<file path="src/core/pmcr_pkg.sv">
// constants for the proximity measurement configuration register bank
// assumes a byte-wide register port addressed by the printed 8-bit offsets
package pmcr_pkg;
  // register offsets
  localparam logic [7:0] OFF_DUTY_WIDTH = 8'h82;
  localparam logic [7:0] OFF_DRIVE_LEVEL = 8'h83;
  localparam logic [7:0] OFF_PULSE_COUNT = 8'h84;
  localparam logic [7:0] OFF_GAIN = 8'h93;
  localparam logic [7:0] OFF_TIMING = 8'h94;
  localparam logic [7:0] OFF_DUTY_WIDTH_CMP = 8'h95;
  localparam logic [7:0] OFF_DRIVE_LEVEL_CMP = 8'h96;
  localparam logic [7:0] OFF_PULSE_COUNT_CMP = 8'h97;
  localparam logic [7:0] OFF_STATUS = 8'h99;
  localparam logic [7:0] OFF_CONTROL = 8'h81;
  // reset values
  localparam logic [7:0] RST_DUTY_WIDTH = 8'h0e;
  localparam logic [7:0] RST_DRIVE_LEVEL = 8'h0f;
  localparam logic [7:0] RST_PULSE_COUNT = 8'h00;
  localparam logic [7:0] RST_GAIN = 8'h10;
  localparam logic [7:0] RST_TIMING = 8'ha9;
  localparam logic [7:0] RST_DUTY_WIDTH_CMP = 8'h01;
  localparam logic [7:0] RST_DRIVE_LEVEL_CMP = 8'h10;
  localparam logic [7:0] RST_PULSE_COUNT_CMP = 8'hff;
  localparam logic [7:0] RST_CONTROL = 8'h00;
  // significant bit masks of each primary and its complement
  localparam logic [7:0] MASK_DUTY_WIDTH = 8'h0f;
  localparam logic [7:0] MASK_DRIVE_LEVEL = 8'h1f;
  localparam logic [7:0] MASK_PULSE_COUNT = 8'hff;
  // field positions
  localparam int GAIN_LSB = 0;
  localparam int AVG_LSB = 4;
  localparam int ACCUM_BIT = 6;
  localparam int CTRL_SW_RESET_BIT = 0;
  localparam int CTRL_ACTIVE_BIT = 1;
  localparam int STAT_DATA_BIT = 0;
  localparam int STAT_INVALID_BIT = 3;
  // timing: one tick of 3.125 ms, intervals expressed in ticks
  localparam int CLK_HZ = 40000000;
  localparam int TICK_NS = 3125000;
  localparam int TICK_CYCLES = TICK_NS / (1000000000 / CLK_HZ);
  // sequencer states
  typedef enum logic [1:0] {
    PMCR_IDLE = 2'b00,
    PMCR_WAIT = 2'b01,
    PMCR_DONE = 2'b10
  } pmcr_state_t;
endpackage : pmcr_pkg

</file>
<file path="src/core/pmcr_regs.sv">
// register bank and measurement pacing for the proximity sensor
// assumes synchronous single-cycle strobes; read data stands one cycle after
`timescale 1ns/100ps
// Behaviour
// pulse count field gives programmed value plus one pulses per measurement
// software writes pulse count and its complement together, inverted
// gain resets 0x10, low two bits select 1x/2x/4x/8x
// active mode repeats measurements once per programmed interval
// timing resets 0xa9, codes 0011..1101 map to 3.125..200 ms
// bits 5:4 choose one, two, four or eight combined samples
// bit 6 selects average when clear, accumulated sum when set
// duty/width complement resets 0x01, reserved upper nibble reads zero
// software updates duty/width complement with its primary
// drive level complement resets 0x10, written with its primary
// invalid flag raised when any complement mismatches its primary
// all registers return to defaults on reset and software reset, except the status new-data bit, which software reset keeps
module pmcr_regs #(
  parameter int TICK_CYC = pmcr_pkg::TICK_CYCLES
) (
  input wire logic CLK,
  input wire logic ARST_N,
  input wire logic [7:0] ADDR,
  input wire logic [7:0] WDATA,
  input wire logic WR,
  input wire logic RD,
  output logic [7:0] RDATA,
  output logic [8:0] PULSE_BURST,
  output logic [1:0] GAIN_SEL,
  output logic [3:0] SAMPLE_SHIFT,
  output logic ACCUMULATE,
  output logic LED_INVALID,
  output logic MEAS_START
);
  logic rst_meta, rst_n;
  logic [7:0] duty_width_reg, drive_level_reg, led_pulse_count_reg;
  logic [7:0] sensing_gain_reg, measurement_timing_reg;
  logic [7:0] duty_width_complement_reg, drive_level_complement_reg;
  logic [7:0] pulse_count_complement_reg, control_reg;
  logic data_new_reg;
  logic sw_reset;
  logic invalid_next;
  logic [23:0] tick_cnt_reg;
  logic [7:0] interval_cnt_reg;
  logic [7:0] interval_ticks;
  logic tick;
  pmcr_pkg::pmcr_state_t state_reg;

  // reset release through two flops so every register leaves reset together
  always_ff @(posedge CLK or negedge ARST_N) begin
    if (!ARST_N) begin
      rst_meta <= 1'b0;
      rst_n <= 1'b0;
    end else begin
      rst_meta <= 1'b1;
      rst_n <= rst_meta;
    end
  end

  // software reset is a write of one to the self-clearing control bit
  assign sw_reset = WR && ADDR == pmcr_pkg::OFF_CONTROL && WDATA[pmcr_pkg::CTRL_SW_RESET_BIT];

  // defaults on reset
  // gain default
  // timing default
  // duty/width complement default
  // drive complement default
  always_ff @(posedge CLK or negedge rst_n) begin
    if (!rst_n) begin
      duty_width_reg <= pmcr_pkg::RST_DUTY_WIDTH;
      drive_level_reg <= pmcr_pkg::RST_DRIVE_LEVEL;
      led_pulse_count_reg <= pmcr_pkg::RST_PULSE_COUNT;
      sensing_gain_reg <= pmcr_pkg::RST_GAIN;
      measurement_timing_reg <= pmcr_pkg::RST_TIMING;
      duty_width_complement_reg <= pmcr_pkg::RST_DUTY_WIDTH_CMP;
      drive_level_complement_reg <= pmcr_pkg::RST_DRIVE_LEVEL_CMP;
      pulse_count_complement_reg <= pmcr_pkg::RST_PULSE_COUNT_CMP;
      control_reg <= pmcr_pkg::RST_CONTROL;
    end else if (sw_reset) begin
      duty_width_reg <= pmcr_pkg::RST_DUTY_WIDTH;
      drive_level_reg <= pmcr_pkg::RST_DRIVE_LEVEL;
      led_pulse_count_reg <= pmcr_pkg::RST_PULSE_COUNT;
      sensing_gain_reg <= pmcr_pkg::RST_GAIN;
      measurement_timing_reg <= pmcr_pkg::RST_TIMING;
      duty_width_complement_reg <= pmcr_pkg::RST_DUTY_WIDTH_CMP;
      drive_level_complement_reg <= pmcr_pkg::RST_DRIVE_LEVEL_CMP;
      pulse_count_complement_reg <= pmcr_pkg::RST_PULSE_COUNT_CMP;
      control_reg <= pmcr_pkg::RST_CONTROL;
    end else if (WR) begin
      // reserved bits are not stored, so they read back as zero
      case (ADDR)
        pmcr_pkg::OFF_DUTY_WIDTH: duty_width_reg <= WDATA & pmcr_pkg::MASK_DUTY_WIDTH;
        pmcr_pkg::OFF_DRIVE_LEVEL: drive_level_reg <= WDATA & pmcr_pkg::MASK_DRIVE_LEVEL;
        pmcr_pkg::OFF_PULSE_COUNT: led_pulse_count_reg <= WDATA;
        pmcr_pkg::OFF_GAIN: sensing_gain_reg <= WDATA;
        pmcr_pkg::OFF_TIMING: measurement_timing_reg <= WDATA;
        pmcr_pkg::OFF_DUTY_WIDTH_CMP: begin
          duty_width_complement_reg <= WDATA & pmcr_pkg::MASK_DUTY_WIDTH;
        end
        pmcr_pkg::OFF_DRIVE_LEVEL_CMP: begin
          drive_level_complement_reg <= WDATA & pmcr_pkg::MASK_DRIVE_LEVEL;
        end
        pmcr_pkg::OFF_PULSE_COUNT_CMP: pulse_count_complement_reg <= WDATA;
        pmcr_pkg::OFF_CONTROL: control_reg <= {6'h00, WDATA[pmcr_pkg::CTRL_ACTIVE_BIT], 1'b0};
        default: ;
      endcase
    end
  end

  // complement mismatch check over significant bits only
  always_comb begin
    invalid_next = 1'b0;
    if ((duty_width_complement_reg ^ duty_width_reg) != pmcr_pkg::MASK_DUTY_WIDTH) begin
      invalid_next = 1'b1;
    end
    if ((drive_level_complement_reg ^ drive_level_reg) != pmcr_pkg::MASK_DRIVE_LEVEL) begin
      invalid_next = 1'b1;
    end
    if ((pulse_count_complement_reg ^ led_pulse_count_reg) != pmcr_pkg::MASK_PULSE_COUNT) begin
      invalid_next = 1'b1;
    end
  end

  // configuration outputs registered from the bank
  always_ff @(posedge CLK or negedge rst_n) begin
    if (!rst_n) begin
      PULSE_BURST <= 9'h001;
      GAIN_SEL <= 2'h0;
      SAMPLE_SHIFT <= 4'h4;
      ACCUMULATE <= 1'b0;
      LED_INVALID <= 1'b0;
    end else begin
      // burst is count plus one
      PULSE_BURST <= {1'b0, led_pulse_count_reg} + 9'h001;
      // gain select
      GAIN_SEL <= sensing_gain_reg[pmcr_pkg::GAIN_LSB +: 2];
      // one-hot sample count
      SAMPLE_SHIFT <= 4'h1 << measurement_timing_reg[pmcr_pkg::AVG_LSB +: 2];
      // average or sum
      ACCUMULATE <= measurement_timing_reg[pmcr_pkg::ACCUM_BIT];
      // flag follows mismatch
      LED_INVALID <= invalid_next;
    end
  end

  // interval code to ticks of 3.125 ms; undefined codes use 100 ms
  always_comb begin
    case (measurement_timing_reg[3:0])
      4'h3: interval_ticks = 8'h01;
      4'h4: interval_ticks = 8'h02;
      4'h5: interval_ticks = 8'h04;
      4'h6: interval_ticks = 8'h08;
      4'h7: interval_ticks = 8'h10;
      4'h8: interval_ticks = 8'h18;
      4'h9: interval_ticks = 8'h20;
      4'ha: interval_ticks = 8'h28;
      4'hb: interval_ticks = 8'h30;
      4'hc: interval_ticks = 8'h38;
      4'hd: interval_ticks = 8'h40;
      default: interval_ticks = 8'h20;
    endcase
  end

  // tick divider, runs only in active mode
  assign tick = tick_cnt_reg == 24'(TICK_CYC - 1);
  always_ff @(posedge CLK or negedge rst_n) begin
    if (!rst_n) begin
      tick_cnt_reg <= 24'h000000;
    end else if (!control_reg[pmcr_pkg::CTRL_ACTIVE_BIT] || tick) begin
      tick_cnt_reg <= 24'h000000;
    end else begin
      tick_cnt_reg <= tick_cnt_reg + 24'h000001;
    end
  end

  // periodic measurement sequencer
  always_ff @(posedge CLK or negedge rst_n) begin
    if (!rst_n) begin
      state_reg <= pmcr_pkg::PMCR_IDLE;
      interval_cnt_reg <= 8'h00;
      MEAS_START <= 1'b0;
    end else begin
      MEAS_START <= 1'b0;
      case (state_reg)
        pmcr_pkg::PMCR_IDLE: begin
          interval_cnt_reg <= 8'h00;
          if (control_reg[pmcr_pkg::CTRL_ACTIVE_BIT]) begin
            state_reg <= pmcr_pkg::PMCR_WAIT;
          end
        end
        pmcr_pkg::PMCR_WAIT: begin
          if (!control_reg[pmcr_pkg::CTRL_ACTIVE_BIT]) begin
            state_reg <= pmcr_pkg::PMCR_IDLE;
          end else if (tick) begin
            if (interval_cnt_reg + 8'h01 >= interval_ticks) begin
              interval_cnt_reg <= 8'h00;
              state_reg <= pmcr_pkg::PMCR_DONE;
            end else begin
              interval_cnt_reg <= interval_cnt_reg + 8'h01;
            end
          end
        end
        pmcr_pkg::PMCR_DONE: begin
          MEAS_START <= 1'b1;
          state_reg <= pmcr_pkg::PMCR_WAIT;
        end
        default: state_reg <= pmcr_pkg::PMCR_IDLE;
      endcase
    end
  end

  // new-data bit: set by a measurement, cleared by a status read; set wins
  always_ff @(posedge CLK or negedge rst_n) begin
    if (!rst_n) begin
      data_new_reg <= 1'b0;
    end else if (state_reg == pmcr_pkg::PMCR_DONE) begin
      data_new_reg <= 1'b1;
    end else if (RD && ADDR == pmcr_pkg::OFF_STATUS) begin
      data_new_reg <= 1'b0;
    end
  end

  // read mux, data stands the cycle after the strobe only
  always_ff @(posedge CLK or negedge rst_n) begin
    if (!rst_n) begin
      RDATA <= 8'h00;
    end else if (RD) begin
      case (ADDR)
        pmcr_pkg::OFF_DUTY_WIDTH: RDATA <= duty_width_reg;
        pmcr_pkg::OFF_DRIVE_LEVEL: RDATA <= drive_level_reg;
        pmcr_pkg::OFF_PULSE_COUNT: RDATA <= led_pulse_count_reg;
        pmcr_pkg::OFF_GAIN: RDATA <= sensing_gain_reg;
        pmcr_pkg::OFF_TIMING: RDATA <= measurement_timing_reg;
        pmcr_pkg::OFF_DUTY_WIDTH_CMP: RDATA <= duty_width_complement_reg;
        pmcr_pkg::OFF_DRIVE_LEVEL_CMP: RDATA <= drive_level_complement_reg;
        pmcr_pkg::OFF_PULSE_COUNT_CMP: RDATA <= pulse_count_complement_reg;
        pmcr_pkg::OFF_CONTROL: RDATA <= control_reg;
        pmcr_pkg::OFF_STATUS: RDATA <= {4'h0, invalid_next, 2'h0, data_new_reg};
        default: RDATA <= 8'h00;
      endcase
    end else begin
      RDATA <= 8'h00;
    end
  end

  // flag tracks mismatch one cycle later
  a_invalid_flag: assert property (@(posedge CLK) disable iff (!rst_n)
    ##1 LED_INVALID == $past(invalid_next)) else $error("invalid flag wrong");

  // burst equals count plus one
  a_burst_count: assert property (@(posedge CLK) disable iff (!rst_n)
    ##1 PULSE_BURST == {1'b0, $past(led_pulse_count_reg)} + 9'h001)
    else $error("burst count wrong");

  // software reset restores the timing default
  a_soft_reset: assert property (@(posedge CLK) disable iff (!rst_n)
    sw_reset |=> measurement_timing_reg == pmcr_pkg::RST_TIMING &&
    sensing_gain_reg == pmcr_pkg::RST_GAIN) else $error("soft reset failed");

  // no measurement while standing by
  a_idle_quiet: assert property (@(posedge CLK) disable iff (!rst_n)
    !control_reg[pmcr_pkg::CTRL_ACTIVE_BIT] ##1 !control_reg[pmcr_pkg::CTRL_ACTIVE_BIT]
    |=> !MEAS_START) else $error("start in standby");

  // starts are single pulses
  a_start_pulse: assert property (@(posedge CLK) disable iff (!rst_n)
    MEAS_START |=> !MEAS_START) else $error("start too long");

  // sample count is one-hot from field
  a_sample_count: assert property (@(posedge CLK) disable iff (!rst_n)
    ##1 $onehot(SAMPLE_SHIFT)) else $error("sample count not one-hot");

  // accumulate follows bit 6
  a_accum_mode: assert property (@(posedge CLK) disable iff (!rst_n)
    ##1 ACCUMULATE == $past(measurement_timing_reg[pmcr_pkg::ACCUM_BIT]))
    else $error("accumulate mode wrong");

  // reserved complement bits stay zero
  a_reserved_zero: assert property (@(posedge CLK) disable iff (!rst_n)
    duty_width_complement_reg[7:4] == 4'h0) else $error("reserved bits set");

  // gain output follows low bits
  a_gain_sel: assert property (@(posedge CLK) disable iff (!rst_n)
    ##1 GAIN_SEL == $past(sensing_gain_reg[1:0])) else $error("gain select wrong");

  // idle bus returns zero, so a stale byte is never taken for an answer
  a_read_idle: assert property (@(posedge CLK) disable iff (!rst_n)
    !RD |=> RDATA == 8'h00) else $error("read data not cleared");

  // status read shows the live mismatch flag
  a_status_invalid: assert property (@(posedge CLK) disable iff (!rst_n)
    RD && ADDR == pmcr_pkg::OFF_STATUS |=>
    RDATA[pmcr_pkg::STAT_INVALID_BIT] == $past(invalid_next))
    else $error("status invalid bit wrong");

  // every measurement marks new data
  a_data_new_set: assert property (@(posedge CLK) disable iff (!rst_n)
    state_reg == pmcr_pkg::PMCR_DONE |=> data_new_reg)
    else $error("new data not flagged");

  // status read clears new data unless a measurement lands with it
  a_status_clear: assert property (@(posedge CLK) disable iff (!rst_n)
    RD && ADDR == pmcr_pkg::OFF_STATUS && state_reg != pmcr_pkg::PMCR_DONE |=> !data_new_reg)
    else $error("new data not cleared");

  // reserved drive complement bits stay zero
  a_drive_reserved: assert property (@(posedge CLK) disable iff (!rst_n)
    drive_level_complement_reg[7:5] == 3'h0) else $error("drive reserved bits set");

  // primary duty/width keeps only the fields the complement mirrors
  a_duty_reserved: assert property (@(posedge CLK) disable iff (!rst_n)
    duty_width_reg[7:4] == 4'h0) else $error("duty reserved bits set");

  // software reset restores the pulse count pair and complements
  a_soft_reset_bank: assert property (@(posedge CLK) disable iff (!rst_n)
    sw_reset |=> led_pulse_count_reg == pmcr_pkg::RST_PULSE_COUNT &&
    pulse_count_complement_reg == pmcr_pkg::RST_PULSE_COUNT_CMP &&
    duty_width_complement_reg == pmcr_pkg::RST_DUTY_WIDTH_CMP &&
    drive_level_complement_reg == pmcr_pkg::RST_DRIVE_LEVEL_CMP)
    else $error("soft reset bank failed");

  // sample count follows the combining field exactly
  a_sample_shift: assert property (@(posedge CLK) disable iff (!rst_n)
    ##1 SAMPLE_SHIFT == 4'h1 << $past(measurement_timing_reg[pmcr_pkg::AVG_LSB +: 2]))
    else $error("sample count does not follow field");

  // burst stays within one to 256 pulses
  a_burst_range: assert property (@(posedge CLK) disable iff (!rst_n)
    PULSE_BURST != 9'h000 && PULSE_BURST <= 9'h100) else $error("burst out of range");

  // standby parks the sequencer so a later start begins a full interval
  a_standby_idle: assert property (@(posedge CLK) disable iff (!rst_n)
    !control_reg[pmcr_pkg::CTRL_ACTIVE_BIT] ##1 !control_reg[pmcr_pkg::CTRL_ACTIVE_BIT]
    |=> state_reg == pmcr_pkg::PMCR_IDLE) else $error("sequencer not parked");

  // tick divider never runs past its terminal count
  a_tick_range: assert property (@(posedge CLK) disable iff (!rst_n)
    tick_cnt_reg < 24'(TICK_CYC)) else $error("tick divider overrun");

  // a start needs active mode two edges earlier, when the interval ended
  a_start_active: assert property (@(posedge CLK) disable iff (!rst_n)
    MEAS_START |-> $past(control_reg[pmcr_pkg::CTRL_ACTIVE_BIT], 2))
    else $error("start without active mode");
endmodule : pmcr_regs

</file>
<file path="config.mk">
export PLATFORM = sky130hd
export DESIGN_NAME = pmcr_regs
export DESIGN_NICKNAME = d
export VERILOG_FILES = /design/src/core/pmcr_pkg.sv /design/src/core/pmcr_regs.sv
export SDC_FILE = /design/constraint.sdc
export NUM_CORES = 1
export LEC_CHECK = 0
export ABC_AREA = 1
export BUFFER_PORTS_ARGS = -buffer_cell sky130_fd_sc_hd__buf_2
export CORE_UTILIZATION = 50
export CTS_CLUSTER_DIAMETER = 50
export DETAILED_ROUTE_END_ITERATION = 6
export GPL_TIMING_DRIVEN = 0
export PLACE_DENSITY = 0.71
export SYNTH_ARGS = -nofsm -noshare
export SYNTH_HDL_FRONTEND = slang
export SYNTH_SLANG_ARGS = --single-unit
export TNS_END_PERCENT = 20
</file>
<file path="constraint.sdc">
create_clock -name CLK -period 3.6 [get_ports CLK]
set_clock_uncertainty 0.2 [all_clocks]
set_input_delay 0.18 -clock CLK [delete_from_list [all_inputs] [get_ports CLK]]
set_output_delay 0.18 -clock CLK [all_outputs]
set_load 0.02 [all_outputs]
</file>
[Yosys cells after proc, flatten, opt, wreduce, memory -nomap -nowiden]
Memories as Yosys holds them, arrays and structs flattened.
Cells that the tools add are included.
Cells by class
  bitwise logic cells: 3
  add/sub/neg operators: 3
  magnitude comparators: 1
  mux-type cells: 45
  reduce and logical (&&, ||, !) cells: 29
  eq/ne operators: 21
  shift operators: 1
Operators with widths (number)
  two-way mux 8 bit: 31
  == test 8 bit, second input constant: 10
  one-hot mux 8 bit (10 select lines): 1
  adder 24 x 1 -> 24 bit, second input constant: 1
  == test 24 x 17 -> 1 bit, second input constant: 1
  two-way mux 24 bit: 1
  nonzero test 2 bit: 12
  bitwise XOR 8 bit: 3
  AND reduction 2 bit: 9
  one-hot mux 8 bit (2 select lines): 1
  adder 8 x 1 -> 9 bit, second input constant: 1
  adder 8 x 1 -> 8 bit, second input constant: 1
  greater-or-equal comparator 8 bit: 1
  two-way mux 2 bit: 4
  inequality test 8 x 4 -> 1 bit, second input constant: 1
  inequality test 8 x 5 -> 1 bit, second input constant: 1
  inequality test 8 bit, second input constant: 1
  two-way mux 1 bit: 6
  inequality test 2 bit, second input constant: 3
  inequality test 3 bit, second input constant: 2
  one-hot mux 2 bit (3 select lines): 1
  AND reduction 3 bit: 2
  << shifter 1 x 2 -> 4 bit, first input constant: 1
  logical AND 1 bit: 3
  5 further kinds: 5
Word-level totals
  memories: 1
  memory bits (read-only): 112
  input bits: 20
  word-level logic and storage cells: 126
  output and inout port bits: 26
  register bits: 135
Memory list
  (no name shown): words 16, width 7, rd ports 1, clocked after memory_dff 0, wr ports 0, RTL line pmcr_regs.sv:147  | case (measurement_timing_reg[3:0])

[Depth between registers and ports, before layout]
Gate-level depths: netlist of run 1.
  depth in word-level cells: 7
  depth in mapped cells: 17

[Least setup slack after synthesis of run 1]
No wires, ideal clock.
  path type: reg-to-reg
  start point: reg measurement_timing_reg[0]
  end point: reg state_reg[1]
  arrival time: 1897 ps
  period minus slack after synthesis: 2214 ps
  setup time: 118 ps
  stages on the path, launching flop included: 11
  path slack: 1386 ps
  path through: dfstp_2 > inv_1 > ha_1 > a21oi_1 > a21oi_1 > ha_1 > a21o_1 > a21oi_4 > nand2_1 > nand2_1 > nor2_1
On the way
  longest elaborated chain between the ends: 4
RTL lines
  from (decl): RTL line pmcr_regs.sv:36  | logic [7:0] sensing_gain_reg, measurement_timing_reg;
  from (signal assigned): RTL line pmcr_regs.sv:73  | measurement_timing_reg <= pmcr_pkg::RST_TIMING;
  from (signal assigned): RTL line pmcr_regs.sv:83  | measurement_timing_reg <= pmcr_pkg::RST_TIMING;
  memory (16 x 7 bit)
  greater-or-equal comparator 8 bit: RTL line pmcr_regs.sv:194  | if (interval_cnt_reg + 8'h01 >= interval_ticks) begin
  inequality test 3 bit (no line)
  AND reduction 3 bit (no line)
  to (signal assigned): RTL line pmcr_regs.sv:192  | state_reg <= pmcr_pkg::PMCR_IDLE;
  to (signal assigned): RTL line pmcr_regs.sv:196  | state_reg <= pmcr_pkg::PMCR_DONE;
  to (signal assigned): RTL line pmcr_regs.sv:204  | state_reg <= pmcr_pkg::PMCR_WAIT;
  to (decl): RTL line pmcr_regs.sv:46  | pmcr_pkg::pmcr_state_t state_reg;
No other way between the ends.
A chain may end at the register's enable or synchronous reset.

[Worst setup path after layout of run 1]
  start point: reg measurement_timing_reg[0]
  end point: reg state_reg[0]
The elaborated chain is that of the path after synthesis.

==> reports/metrics.cfg, run 1 <==
[run_status]
outcome=complete, no violations

[die]
die_w_um=113
ios=46
core_mm2=0.0121
rows=40
die_h_um=113
dieArea_mm2=0.0128
floorplan.initialDensity_pct=51.3

[timing]
tns_ns=0
min_period_over_period_pct=69.9
tightest_slew_ns=0.608
finalCriticalPeriod_ns=2.52
max_freq_mhz=397
rsz0062_at_grt=no
hold_viol=0
maxSlewHeadroom_pct=59.2
setup_viol=0
slew_violations=0

[global_route]
grt_usage_pct=27.3
grt_pass1_wl_mm=26.7
gr-total-overflow=0
antenna_found_initial=0
grt_max_degree=68
grt_pass1_vias=5474

[job]
maxCapViolations=0

[route]
drt-total-wl_mm=16.0
dr.first_iter.drc_count=433
antenna_left=0
viasPerCell=5.25
firstDrtPassIters=4
num_vias=5367
drc=0
wl_per_cell_um=15.6

[synthesis]
synth_edf_count=0
avgSynthCellArea_um2=8.07
async_flop_share_pct=100
synth_ff_type=dfrtp_1
netlist_area_mm2=0.00619
synth_seq_cells=114
ys_warn_count=0
synth_cells=767
syn-num-nets=803
yosysSeqAreaShare_pct=46.6
ys_types=42

[clocking]
root_buffer=clkbuf_16
clk_latency_ns=0.42
cts_tree=yes
cts_made_buffers=17
clkTransAtPathRegs_ns=0.06
cts_resized=0
hold_buffers=11
cts_buffer_depth=2
cts_sinks=114
postCtsSetupBuffers=0
cts.htree.levels=4

[min_path]
hold_depth=4
hp-class=input port to flip-flop

[critical_path]
worst_ep_required_time_ns=3.71
worstPathArrival_ns=2.62
cp-start-kind=flip-flop
critPathKind=flip-flop to flip-flop
endpoint_kind=flip-flop
rrSetupSlack_ns=1.08
r2r_cells=12
crit_fanout=8

[place]
port_buffers=44
hpwl_mm=11.8
place_inst=980
place_congestion=0.983

[finish]
final_cells=1023
final_util_pct=61.2
final_layout_size_suffix_gt1_share_pct=18.4
synthToLayoutAreaGrowth_pct=19.3
largest_reg_flops=24
antenna_cells=0
final_common_cell=nand2_1
final_cell_mix=nand2_1 (181), nor2_1 (104), dfrtp_1 (89), inv_1 (77), buf_2 (49)
fin_nets=878
fill_cells=1082

[pwr]
power.density_mw_per_mm2=471
p_leak_nw=3.44
vdd_drop_max_v=0.000459

[path summary, 6_finish.rpt]
path,startpoint,end
worst max-delay path,measurement_timing_reg[0],state_reg[0]
worst min-delay path,ADDR[1],control_reg[1]
worst max register to register,measurement_timing_reg[0],state_reg[0]
worst min register to register,rst_n,duty_width_reg[0]
max in group asynchronous,rst_n,PULSE_BURST[0]
min in group asynchronous,rst_n,duty_width_reg[0]
[synth_stat cells, types with 2 or more instances]
cell | n | area (um2)
a21oi_1 | 28 | 140
a21oi_2 | 5 | 43.8
a21oi_4 | 2 | 32.5
a22oi_1 | 2 | 15.0
buf_2 | 5 | 25.0
buf_6 | 3 | 33.8
clkbuf_1 | 4 | 15.0
dfrtp_1 | 90 | 2250
dfstp_2 | 24 | 631
ha_1 | 16 | 200
inv_1 | 77 | 289
inv_2 | 9 | 33.8
nand2_1 | 181 | 679
nand2_2 | 4 | 25.0
nand2_4 | 2 | 22.5
nand3_1 | 46 | 230
nand4_1 | 25 | 156
nand4_2 | 2 | 25.0
nor2_1 | 104 | 390
nor2_2 | 4 | 25.0
nor2_4 | 2 | 22.5
nor3_1 | 23 | 115
nor3b_1 | 4 | 30.0
o211ai_1 | 2 | 15.0
o21a_1 | 2 | 15.0
o21ai_0 | 37 | 185
o21ai_1 | 8 | 40.0
o21ai_2 | 9 | 78.8
o21ai_4 | 2 | 32.5
or2_2 | 4 | 25.0
xnor2_1 | 11 | 96.3
xor2_1 | 20 | 175
[metal layers]
layer | vias to the layer above | global-route usage, % | routed length (um)
li1 | 2643 | - | -
met1 | 2556 | 33.5 | 6820
met2 | 143 | 46.3 | 8120
met3 | 25 | 7.07 | 805
met4 | 0 | 10.3 | 257
met5 | - | 0 | 0
[through the flow]
stage	hold slack [ns]	setup slack (ns)	power, mW	area, um2
after floorplan	-0.316	0.0309	1.64	6190
after global placement	-0.235	-1.17	1.73	6620
after detailed placement	-0.230	1.14	1.74	6650
after CTS	0.0218	1.07	3.50	7390
after global routing	0.0640	0.875	3.60	7390
final	0.0355	1.08	3.48	7390
[layout make-up]
| class | instances | area (um2) | area share [%] |
|---|---|---|---|
| multi-input combinational | 554 | 2910 | 39.3 |
| sequential | 114 | 2890 | 39.1 |
| clock buffer | 21 | 470 | 6.37 |
| timing repair buffer | 56 | 358 | 4.84 |
| inverter | 86 | 323 | 4.37 |
| tap | 168 | 210 | 2.85 |
| clock inverter | 11 | 153 | 2.07 |
| buffer | 13 | 81.3 | 1.10 |
[worst max-delay path: stages (launching register included)]
cell,delay (ns)
dfstp_2,0.57
inv_1,0.10
ha_1,0.30
o21ai_0,0.16
a22oi_1,0.11
ha_1,0.30
nand2_1,0.04
nor2_1,0.09
nand2_1,0.18
nand2_1,0.12
nand2_1,0.09
nand2_1,0.09
nand2_1,0.05
[report_power, final]
part	internal (mW)	switching [mW]
logic	0.105	0.181
registers	1.37	0.0739
clock network	1.15	0.601
[logic make-up (layout without fill, tap and decap cells)]
kind of cell,Yosys count,after routing,share of synthesized area (%)
buf+inv,99,187,6.53
compound gates,101,101,10.2
simple gates,405,405,29.1
fa+ha+maj,16,16,3.23
flops,114,114,46.6
other cells,1,1,0.0606
xor+xnor,31,31,4.38
Note: power is estimated with default switching activity, not from simulation.
==> run 2, diff against run 1 <==
--- a/config.mk
+++ b/config.mk
@@ -5,13 +5,13 @@
 export SDC_FILE = /design/constraint.sdc
 export NUM_CORES = 1
 export LEC_CHECK = 0
-export ABC_AREA = 1
+export ABC_AREA = 0
 export BUFFER_PORTS_ARGS = -buffer_cell sky130_fd_sc_hd__buf_2
 export CORE_UTILIZATION = 50
 export CTS_CLUSTER_DIAMETER = 50
 export DETAILED_ROUTE_END_ITERATION = 6
 export GPL_TIMING_DRIVEN = 0
-export PLACE_DENSITY = 0.71
+export PLACE_DENSITY = 0.68
 export SYNTH_ARGS = -nofsm -noshare
 export SYNTH_HDL_FRONTEND = slang
 export SYNTH_SLANG_ARGS = --single-unit
==> constraint.sdc (replaced) <==
create_clock -name CLK -period 2.6 [get_ports CLK]
set_clock_uncertainty 0.2 [all_clocks]
set_input_delay 0.13 -clock CLK [delete_from_list [all_inputs] [get_ports CLK]]
set_output_delay 0.13 -clock CLK [all_outputs]
set_load 0.02 [all_outputs]
==> run 2 against run 1 <==
Net effect: global-route usage down 0.22 points; combinational power is 24% higher; sequential share of layout area up 1.3 points; critical path depth is 2 lower; cell count is 19% lower; total power increased by 36%; the run now ends with negative setup slack left; maximum frequency is 11% lower; die area shrank 6.6%; via count fell by 11%; setup slack worse by 1.3 ns; largest cell class is now sequential cells; cell area down 3.2%; synthesized cell count shrank 23%.
==> reports/metrics.cfg, run 2 <==
[route]
dr_wl_met2_mm=7.44  ; -8.4%
wl_met1_mm=6.46  ; -5.3%
route.met3.wl_um=911  ; +13%
antenna_left=0  ; unchanged
drt-total-wl_mm=15.1  ; -5.6%
dr.first_iter.drc_count=382  ; -12%
highest_layer=met4
num_vias=4803  ; -11%
firstDrtPassIters=5  ; +1
viasPerCell=5.82  ; +11%
drc=0  ; unchanged
wl_per_cell_um=18.3  ; +17%

[finish]
final_common_cell=nand2_1
synthToLayoutAreaGrowth_pct=23.8
fin_nets=708  ; -19%
final_layout_size_suffix_gt1_share_pct=21.5  ; +3.1 points
final_util_pct=64.9  ; +3.6 points
final_cell_mix=nand2_1 (91), dfrtp_1 (86), nand3_1 (51), nor2_1 (43), buf_2 (42)
final_area_mm2=0.00715  ; -3.2%
largest_reg_flops=24  ; unchanged
antenna_cells=0  ; unchanged

[synthesis]
async_flop_share_pct=100  ; unchanged
yosysMostFrequentCell=nand2_1
synth_seq_cells=114  ; unchanged
synth_cells=590  ; -23%
yosysSeqAreaShare_pct=49.9  ; +3.3 points
synth_common_cells=nand2_1 (92), dfrtp_1 (90), nand3_1 (52), nor2_1 (44), a21oi_1 (29)
synthTopCellsByArea=dfrtp_1 (39%), dfstp_2 (11%), nand2_1 (6.0%)
synth_ff_type=dfrtp_1
syn-num-nets=626  ; -22%
ys_warn_count=0  ; unchanged
synth_top_cell_by_area=dfrtp_1
ys_types=62  ; +48%
synth_top_area_share_pct=39.0  ; +2.6 points
avgSynthCellArea_um2=9.79  ; +21%
netlist_area_mm2=0.00578  ; -6.7%
synth_edf_count=0  ; unchanged

[die]
die_h_um=109  ; -3.4%
dieArea_mm2=0.0120  ; -6.6%
die_w_um=109  ; -3.4%
floorplan.initialDensity_pct=52.4  ; +1.0 points
rows=38  ; -5.0%
ios=46  ; unchanged
core_mm2=0.0110  ; -8.5%

[timing]
tightest_slew_ns=0.827  ; +0.219 ns
hold_slack_ns=0.0417  ; +0.00620 ns
max_freq_mhz=355  ; -11%
setup_viol=8  ; +8
slew_violations=0  ; unchanged
hold_viol=0  ; unchanged
finalCriticalPeriod_ns=2.82  ; +0.302 ns
worst_slack_ns=-0.219  ; -1.30 ns
min_period_over_period_pct=108  ; +39 points
maxSlewHeadroom_pct=44.4  ; -15 points
rsz0062_at_grt=yes
tns_ns=-1.02  ; -1.02 ns

[place]
placedInstanceArea_mm2=0.00618  ; -7.1%
hpwl_mm=10.3  ; -13%
port_buffers=39  ; -11%
place_congestion=0.926  ; -5.8%

[pwr]
p_leak_nw=3.24  ; -5.8%
power.density_mw_per_mm2=659  ; +40%
total_power_mw=4.72  ; +36%
vdd_drop_max_v=0.000625  ; +36%

[critical_path]
worstPathArrival_ns=2.96  ; +0.34 ns
crit_fanout=5  ; -3
cp_cell_sequence=inv_4 -> buf_4 -> ha_1 -> a22oi_2 -> ha_1 -> o21a_1 -> o2111ai_2 -> a21oi_4 -> or4_4 -> o21ai_1
reg2reg_from=measurement_timing_reg[0]
slowest_stage=dfstp_2
cp-start-kind=flip-flop
worst_ep_required_time_ns=2.74  ; -0.97 ns
crit_path_frequent_cell=ha_1
slowest_delay_ns=0.60  ; +0.03 ns
critPathLaunch=measurement_timing_reg[0]
critPathKind=flip-flop to flip-flop
endpoint_kind=flip-flop

[job]
maxCapViolations=0  ; unchanged

[clocking]
cts_made_buffers=17  ; unchanged
clkTransAtPathRegs_ns=0.05  ; about the same
cts_buffer_depth=2  ; unchanged
root_buffer=clkbuf_16
cts_tree=yes
cts_sinks=114  ; unchanged
cts.htree.levels=4  ; unchanged
clk_latency_ns=0.42  ; about the same

[run_status]
outcome=finished with violations
failed_checks=negative setup slack

[global_route]
antenna_found_initial=0  ; unchanged
grt_max_degree=68  ; unchanged
grt_pass1_vias=4767  ; -13%
grt_pass1_wl_mm=24.1  ; -9.4%
grt_usage_pct=27.1  ; -0.22 points
gr-total-overflow=0  ; unchanged

[min_path]
hold_start=ADDR[6]
hp-class=input port to flip-flop

==> run 2: cell types whose count changed after synthesis, sizes merged, moves of 7 or more <==
cell | previous run | this run
nand2 | 187 | 93
inv | 86 | 15
nor2 | 111 | 45
o21ai | 56 | 18
mux2i | 0 | 17
nand4 | 27 | 10
clkbuf | 4 | 20
xnor2 | 11 | 26
nor4 | 0 | 12
nor3 | 23 | 12
a22o | 0 | 7
==> run 2: metal layers <==
layer,up-vias,GRT usage [%]
li1,2241,-
met1,2363,34.4
met2,168,44.7
met3,31,6.28
met4,0,11.0
met5,-,0
==> run 2: timing repair <==
| action | in CTS | in global routing |
|---|---|---|
| pin swaps | 2 | 15 |
| setup buffers | 3 | 6 |
| resized for setup | 5 | 30 |
| setup endpoints to repair | 9 | 54 |
| gates cloned | 0 | 0 |
| hold buffers | 16 | 0 |
| hold endpoints to repair | 45 | 0 |
==> run 2: power breakdown <==
group	internal (mW)	switching [mW]	total (mW)
registers	1.88	0.0888	1.97
clock network	1.60	0.793	2.39
logic	0.150	0.205	0.356
==> run 2: cell type report <==
class	count	area, um2
Clock buffer	23	488
Timing Repair Buffer	65	450
Inverter	15	58.8
Buffer	24	96.3
Fill cell	877	3880
Tap cell	140	175
Multi-Input combinational cell	435	2870
Clock inverter	9	129
Sequential cell	114	2890
==> run 2: worst max-delay path: cells and delay by family (launching register included) <==
family	cells	cell delay, ns
buffers and inverters	2	0.20
flip-flops	1	0.60
AO/OA/AOI/OAI	5	0.76
AND/OR/NAND/NOR	1	0.53
adder cells (fa/ha/maj)	2	0.46
==> run 2: cells by family after synthesis <==
group / share of synthesized area [%]
buf+inv: 2.73
xor+xnor: 7.28
simple gates: 22.7
flops: 49.9
mux: 4.12
other cells: 0.0649
compound gates: 9.62
fa+ha+maj: 3.64
==> run 2: path summary, 6_finish.rpt <==
check	end	slack (ns)	cells past startpoint
hold reg to reg	rst_n	0.15	0
setup / recovery	interval_cnt_reg[1]	-0.22	10
max in group asynchronous	measurement_timing_reg[0]	1.24	1
setup reg to reg	interval_cnt_reg[1]	-0.22	10
hold / removal	RDATA[0]	0.04	4
min in group asynchronous	LED_INVALID	0.16	0
==> run 2: through the flow <==
| stage | cells | setup slack (ns) |
|---|---|---|
| floorplan | 590 | -0.0235 |
| global placement | 769 | -0.382 |
| detailed placement | 770 | -0.379 |
| CTS | 819 | -0.152 |
| global route | 825 | -0.324 |
| finish | 825 | -0.219 |
==> run 3, diff against run 2 <==
--- a/config.mk
+++ b/config.mk
@@ -9,9 +9,11 @@
 export BUFFER_PORTS_ARGS = -buffer_cell sky130_fd_sc_hd__buf_2
 export CORE_UTILIZATION = 50
 export CTS_CLUSTER_DIAMETER = 50
+export CTS_CLUSTER_SIZE = 16
 export DETAILED_ROUTE_END_ITERATION = 6
 export GPL_TIMING_DRIVEN = 0
 export PLACE_DENSITY = 0.68
+export SKIP_CTS_REPAIR_TIMING = 1
 export SYNTH_ARGS = -nofsm -noshare
 export SYNTH_HDL_FRONTEND = slang
 export SYNTH_SLANG_ARGS = --single-unit
==> run 3 against run 2 <==
Net effect: the run ends with negative hold slack, negative setup slack left; routed wire length decreased by 2.6%; sequential power about the same; sequential share of layout area increased by 0.94 points; largest power group unchanged.
==> reports/metrics.cfg, run 3 (synthesis results as in run 2) <==
[finish]
largest_reg_flops=24  ; unchanged
antenna_cells=0  ; unchanged
final_common_cell=nand2_1
final_util_pct=63.4  ; -1.5 points
final_cell_mix=nand2_1 (92), dfrtp_1 (87), nand3_1 (51), nor2_1 (44), buf_2 (42)
fill_cells=900  ; +2.6%
synthToLayoutAreaGrowth_pct=21.0
fin_nets=697  ; -1.6%
final_area_mm2=0.00699  ; -2.3%
final_layout_size_suffix_gt1_share_pct=20.0  ; -1.4 points

[clocking]
cts_buffer_depth=2  ; unchanged
clkTransAtPathRegs_ns=0.05  ; about the same
cts.htree.levels=4  ; unchanged
root_buffer=clkbuf_16
cts_tree=yes
cts_sinks=114  ; unchanged
cts_made_buffers=17  ; unchanged
clk_latency_ns=0.42  ; about the same

[route]
num_vias=4719  ; -1.7%
wl_per_cell_um=18.1  ; -1.3%
antenna_left=0  ; unchanged
firstDrtPassIters=7  ; +2
drc=0  ; unchanged
drt-total-wl_mm=14.7  ; -2.6%
viasPerCell=5.80  ; -0.42%
dr.first_iter.drc_count=328  ; -14%

[global_route]
antenna_found_initial=0  ; unchanged
grt_pass1_vias=4632  ; -2.8%
grt_usage_pct=26.5  ; -0.62 points
gr-total-overflow=0  ; unchanged
grt_pass1_wl_mm=23.5  ; -2.5%
grt_max_degree=68  ; unchanged

[timing]
tightest_slew_ns=0.879  ; +0.0525 ns
rsz0062_at_grt=yes
slew_violations=0  ; unchanged
maxSlewHeadroom_pct=40.9  ; -3.5 points
min_period_over_period_pct=109  ; +0.27 points
finalCriticalPeriod_ns=2.83  ; +0.00704 ns
hold_slack_ns=-0.0500  ; -0.0918 ns
max_freq_mhz=354  ; -0.25%
setup_viol=8  ; unchanged
worst_slack_ns=-0.226  ; -0.00704 ns
hold_viol=8  ; +8

[pwr]
p_leak_nw=3.18  ; -1.8%
power.density_mw_per_mm2=671  ; +1.8%
vdd_drop_max_v=0.000624  ; -0.15%

[critical_path]
worst_ep_required_time_ns=2.73  ; about the same
r2r_cells=11  ; +1
worstPathArrival_ns=2.96  ; about the same
cp-start-kind=flip-flop
r2r_end=interval_cnt_reg[1]
critPathKind=flip-flop to flip-flop
critPathLaunch=measurement_timing_reg[0]
endpoint_kind=flip-flop
crit_fanout=6  ; +1
endpoint=interval_cnt_reg[1]
rrSetupSlack_ns=-0.23  ; about the same
reg2reg_from=measurement_timing_reg[0]

[place]
place_congestion=0.926  ; unchanged
hpwl_mm=10.3  ; unchanged
port_buffers=39  ; unchanged
placedInstanceArea_mm2=0.00618  ; unchanged

[job]
maxCapViolations=0  ; unchanged

[die]
floorplan.initialDensity_pct=52.4  ; unchanged
core_mm2=0.0110  ; unchanged
die_w_um=109  ; unchanged
die_h_um=109  ; unchanged
ios=46  ; unchanged
dieArea_mm2=0.0120  ; unchanged
rows=38  ; unchanged

[run_status]
outcome=finished with violations
failed_checks=negative hold slack, negative setup slack

[min_path]
hp-class=input port to flip-flop

run 3: changes by cell type in the layout (fill, tap and decap cells not counted), moves of 2 or more:
cell and delta:
nor2_4 -2, nor4_2 +2, buf_4 -5, dlygate4sd3_1 -6
nor4_4 -2, nor3_1 +2, nor3_2 -2
run 3: worst min path at each step:
stage | start | endpoint | slack (ns) | depth (start not counted)
finish | WDATA[3] | pulse_count_complement_reg[3] | -0.05 | 3
global route | WDATA[3] | measurement_timing_reg[3] | 0.004 | 3
CTS | ARST_N | rst_meta | -0.73 | 1
detailed placement | ARST_N | rst_meta | -0.28 | 1
global placement | ARST_N | rst_meta | -0.29 | 1
floorplan | ARST_N | rst_meta | -0.37 | 0
run 3: metal layers:
| layer | vias up | GRT usage [%] | wire [um] |
|---|---|---|---|
| li1 | 2219 | - | - |
| met3 | 36 | 6.05 | 842 |
| met4 | 0 | 11.0 | 361 |
| met2 | 153 | 42.9 | 7160 |
| met5 | - | 0 | 0 |
| met1 | 2311 | 34.2 | 6350 |
run 3: worst max-delay path: stages (launching register included):
cell       delay (ns)
dfstp_2          0.62
inv_4            0.06
ha_1             0.19
nand2_1          0.07
o21ai_0          0.08
a22oi_1          0.18
ha_1             0.26
o21a_1           0.11
o2111ai_2        0.17
a21oi_2          0.11
or4_4            0.54
o21ai_1          0.15
run 3: stage by stage:
step	setup WS, ns	power [mW]	instances	TNS [ns]
6_report	-0.226	4.69	814	-0.834
5_1_grt	-0.350	4.85	814	-1.99
4_1_cts	-0.395	4.70	802	-2.44
3_5_place_dp	-0.379	2.29	770	-3.77
3_3_place_gp	-0.382	2.27	769	-14.55
2_1_floorplan	-0.0235	2.16	590	-0.0470
run 3: report_power, final:
| group | internal [mW] | switching, mW | leakage (nW) |
|---|---|---|---|
| clock | 1.60 | 0.797 | 0.299 |
| sequential | 1.88 | 0.0885 | 1.46 |
| combinational | 0.132 | 0.191 | 1.42 |
run 3: cell type report:
class	count	area, um2	area share, %
sequential	114	2890	41.3
multi-input combinational	435	2800	40.1
clock buffer	23	488	6.98
timing repair buffer	54	353	5.05
tap	140	175	2.51
clock inverter	9	129	1.84
buffer	24	96.3	1.38
inverter	15	58.8	0.842
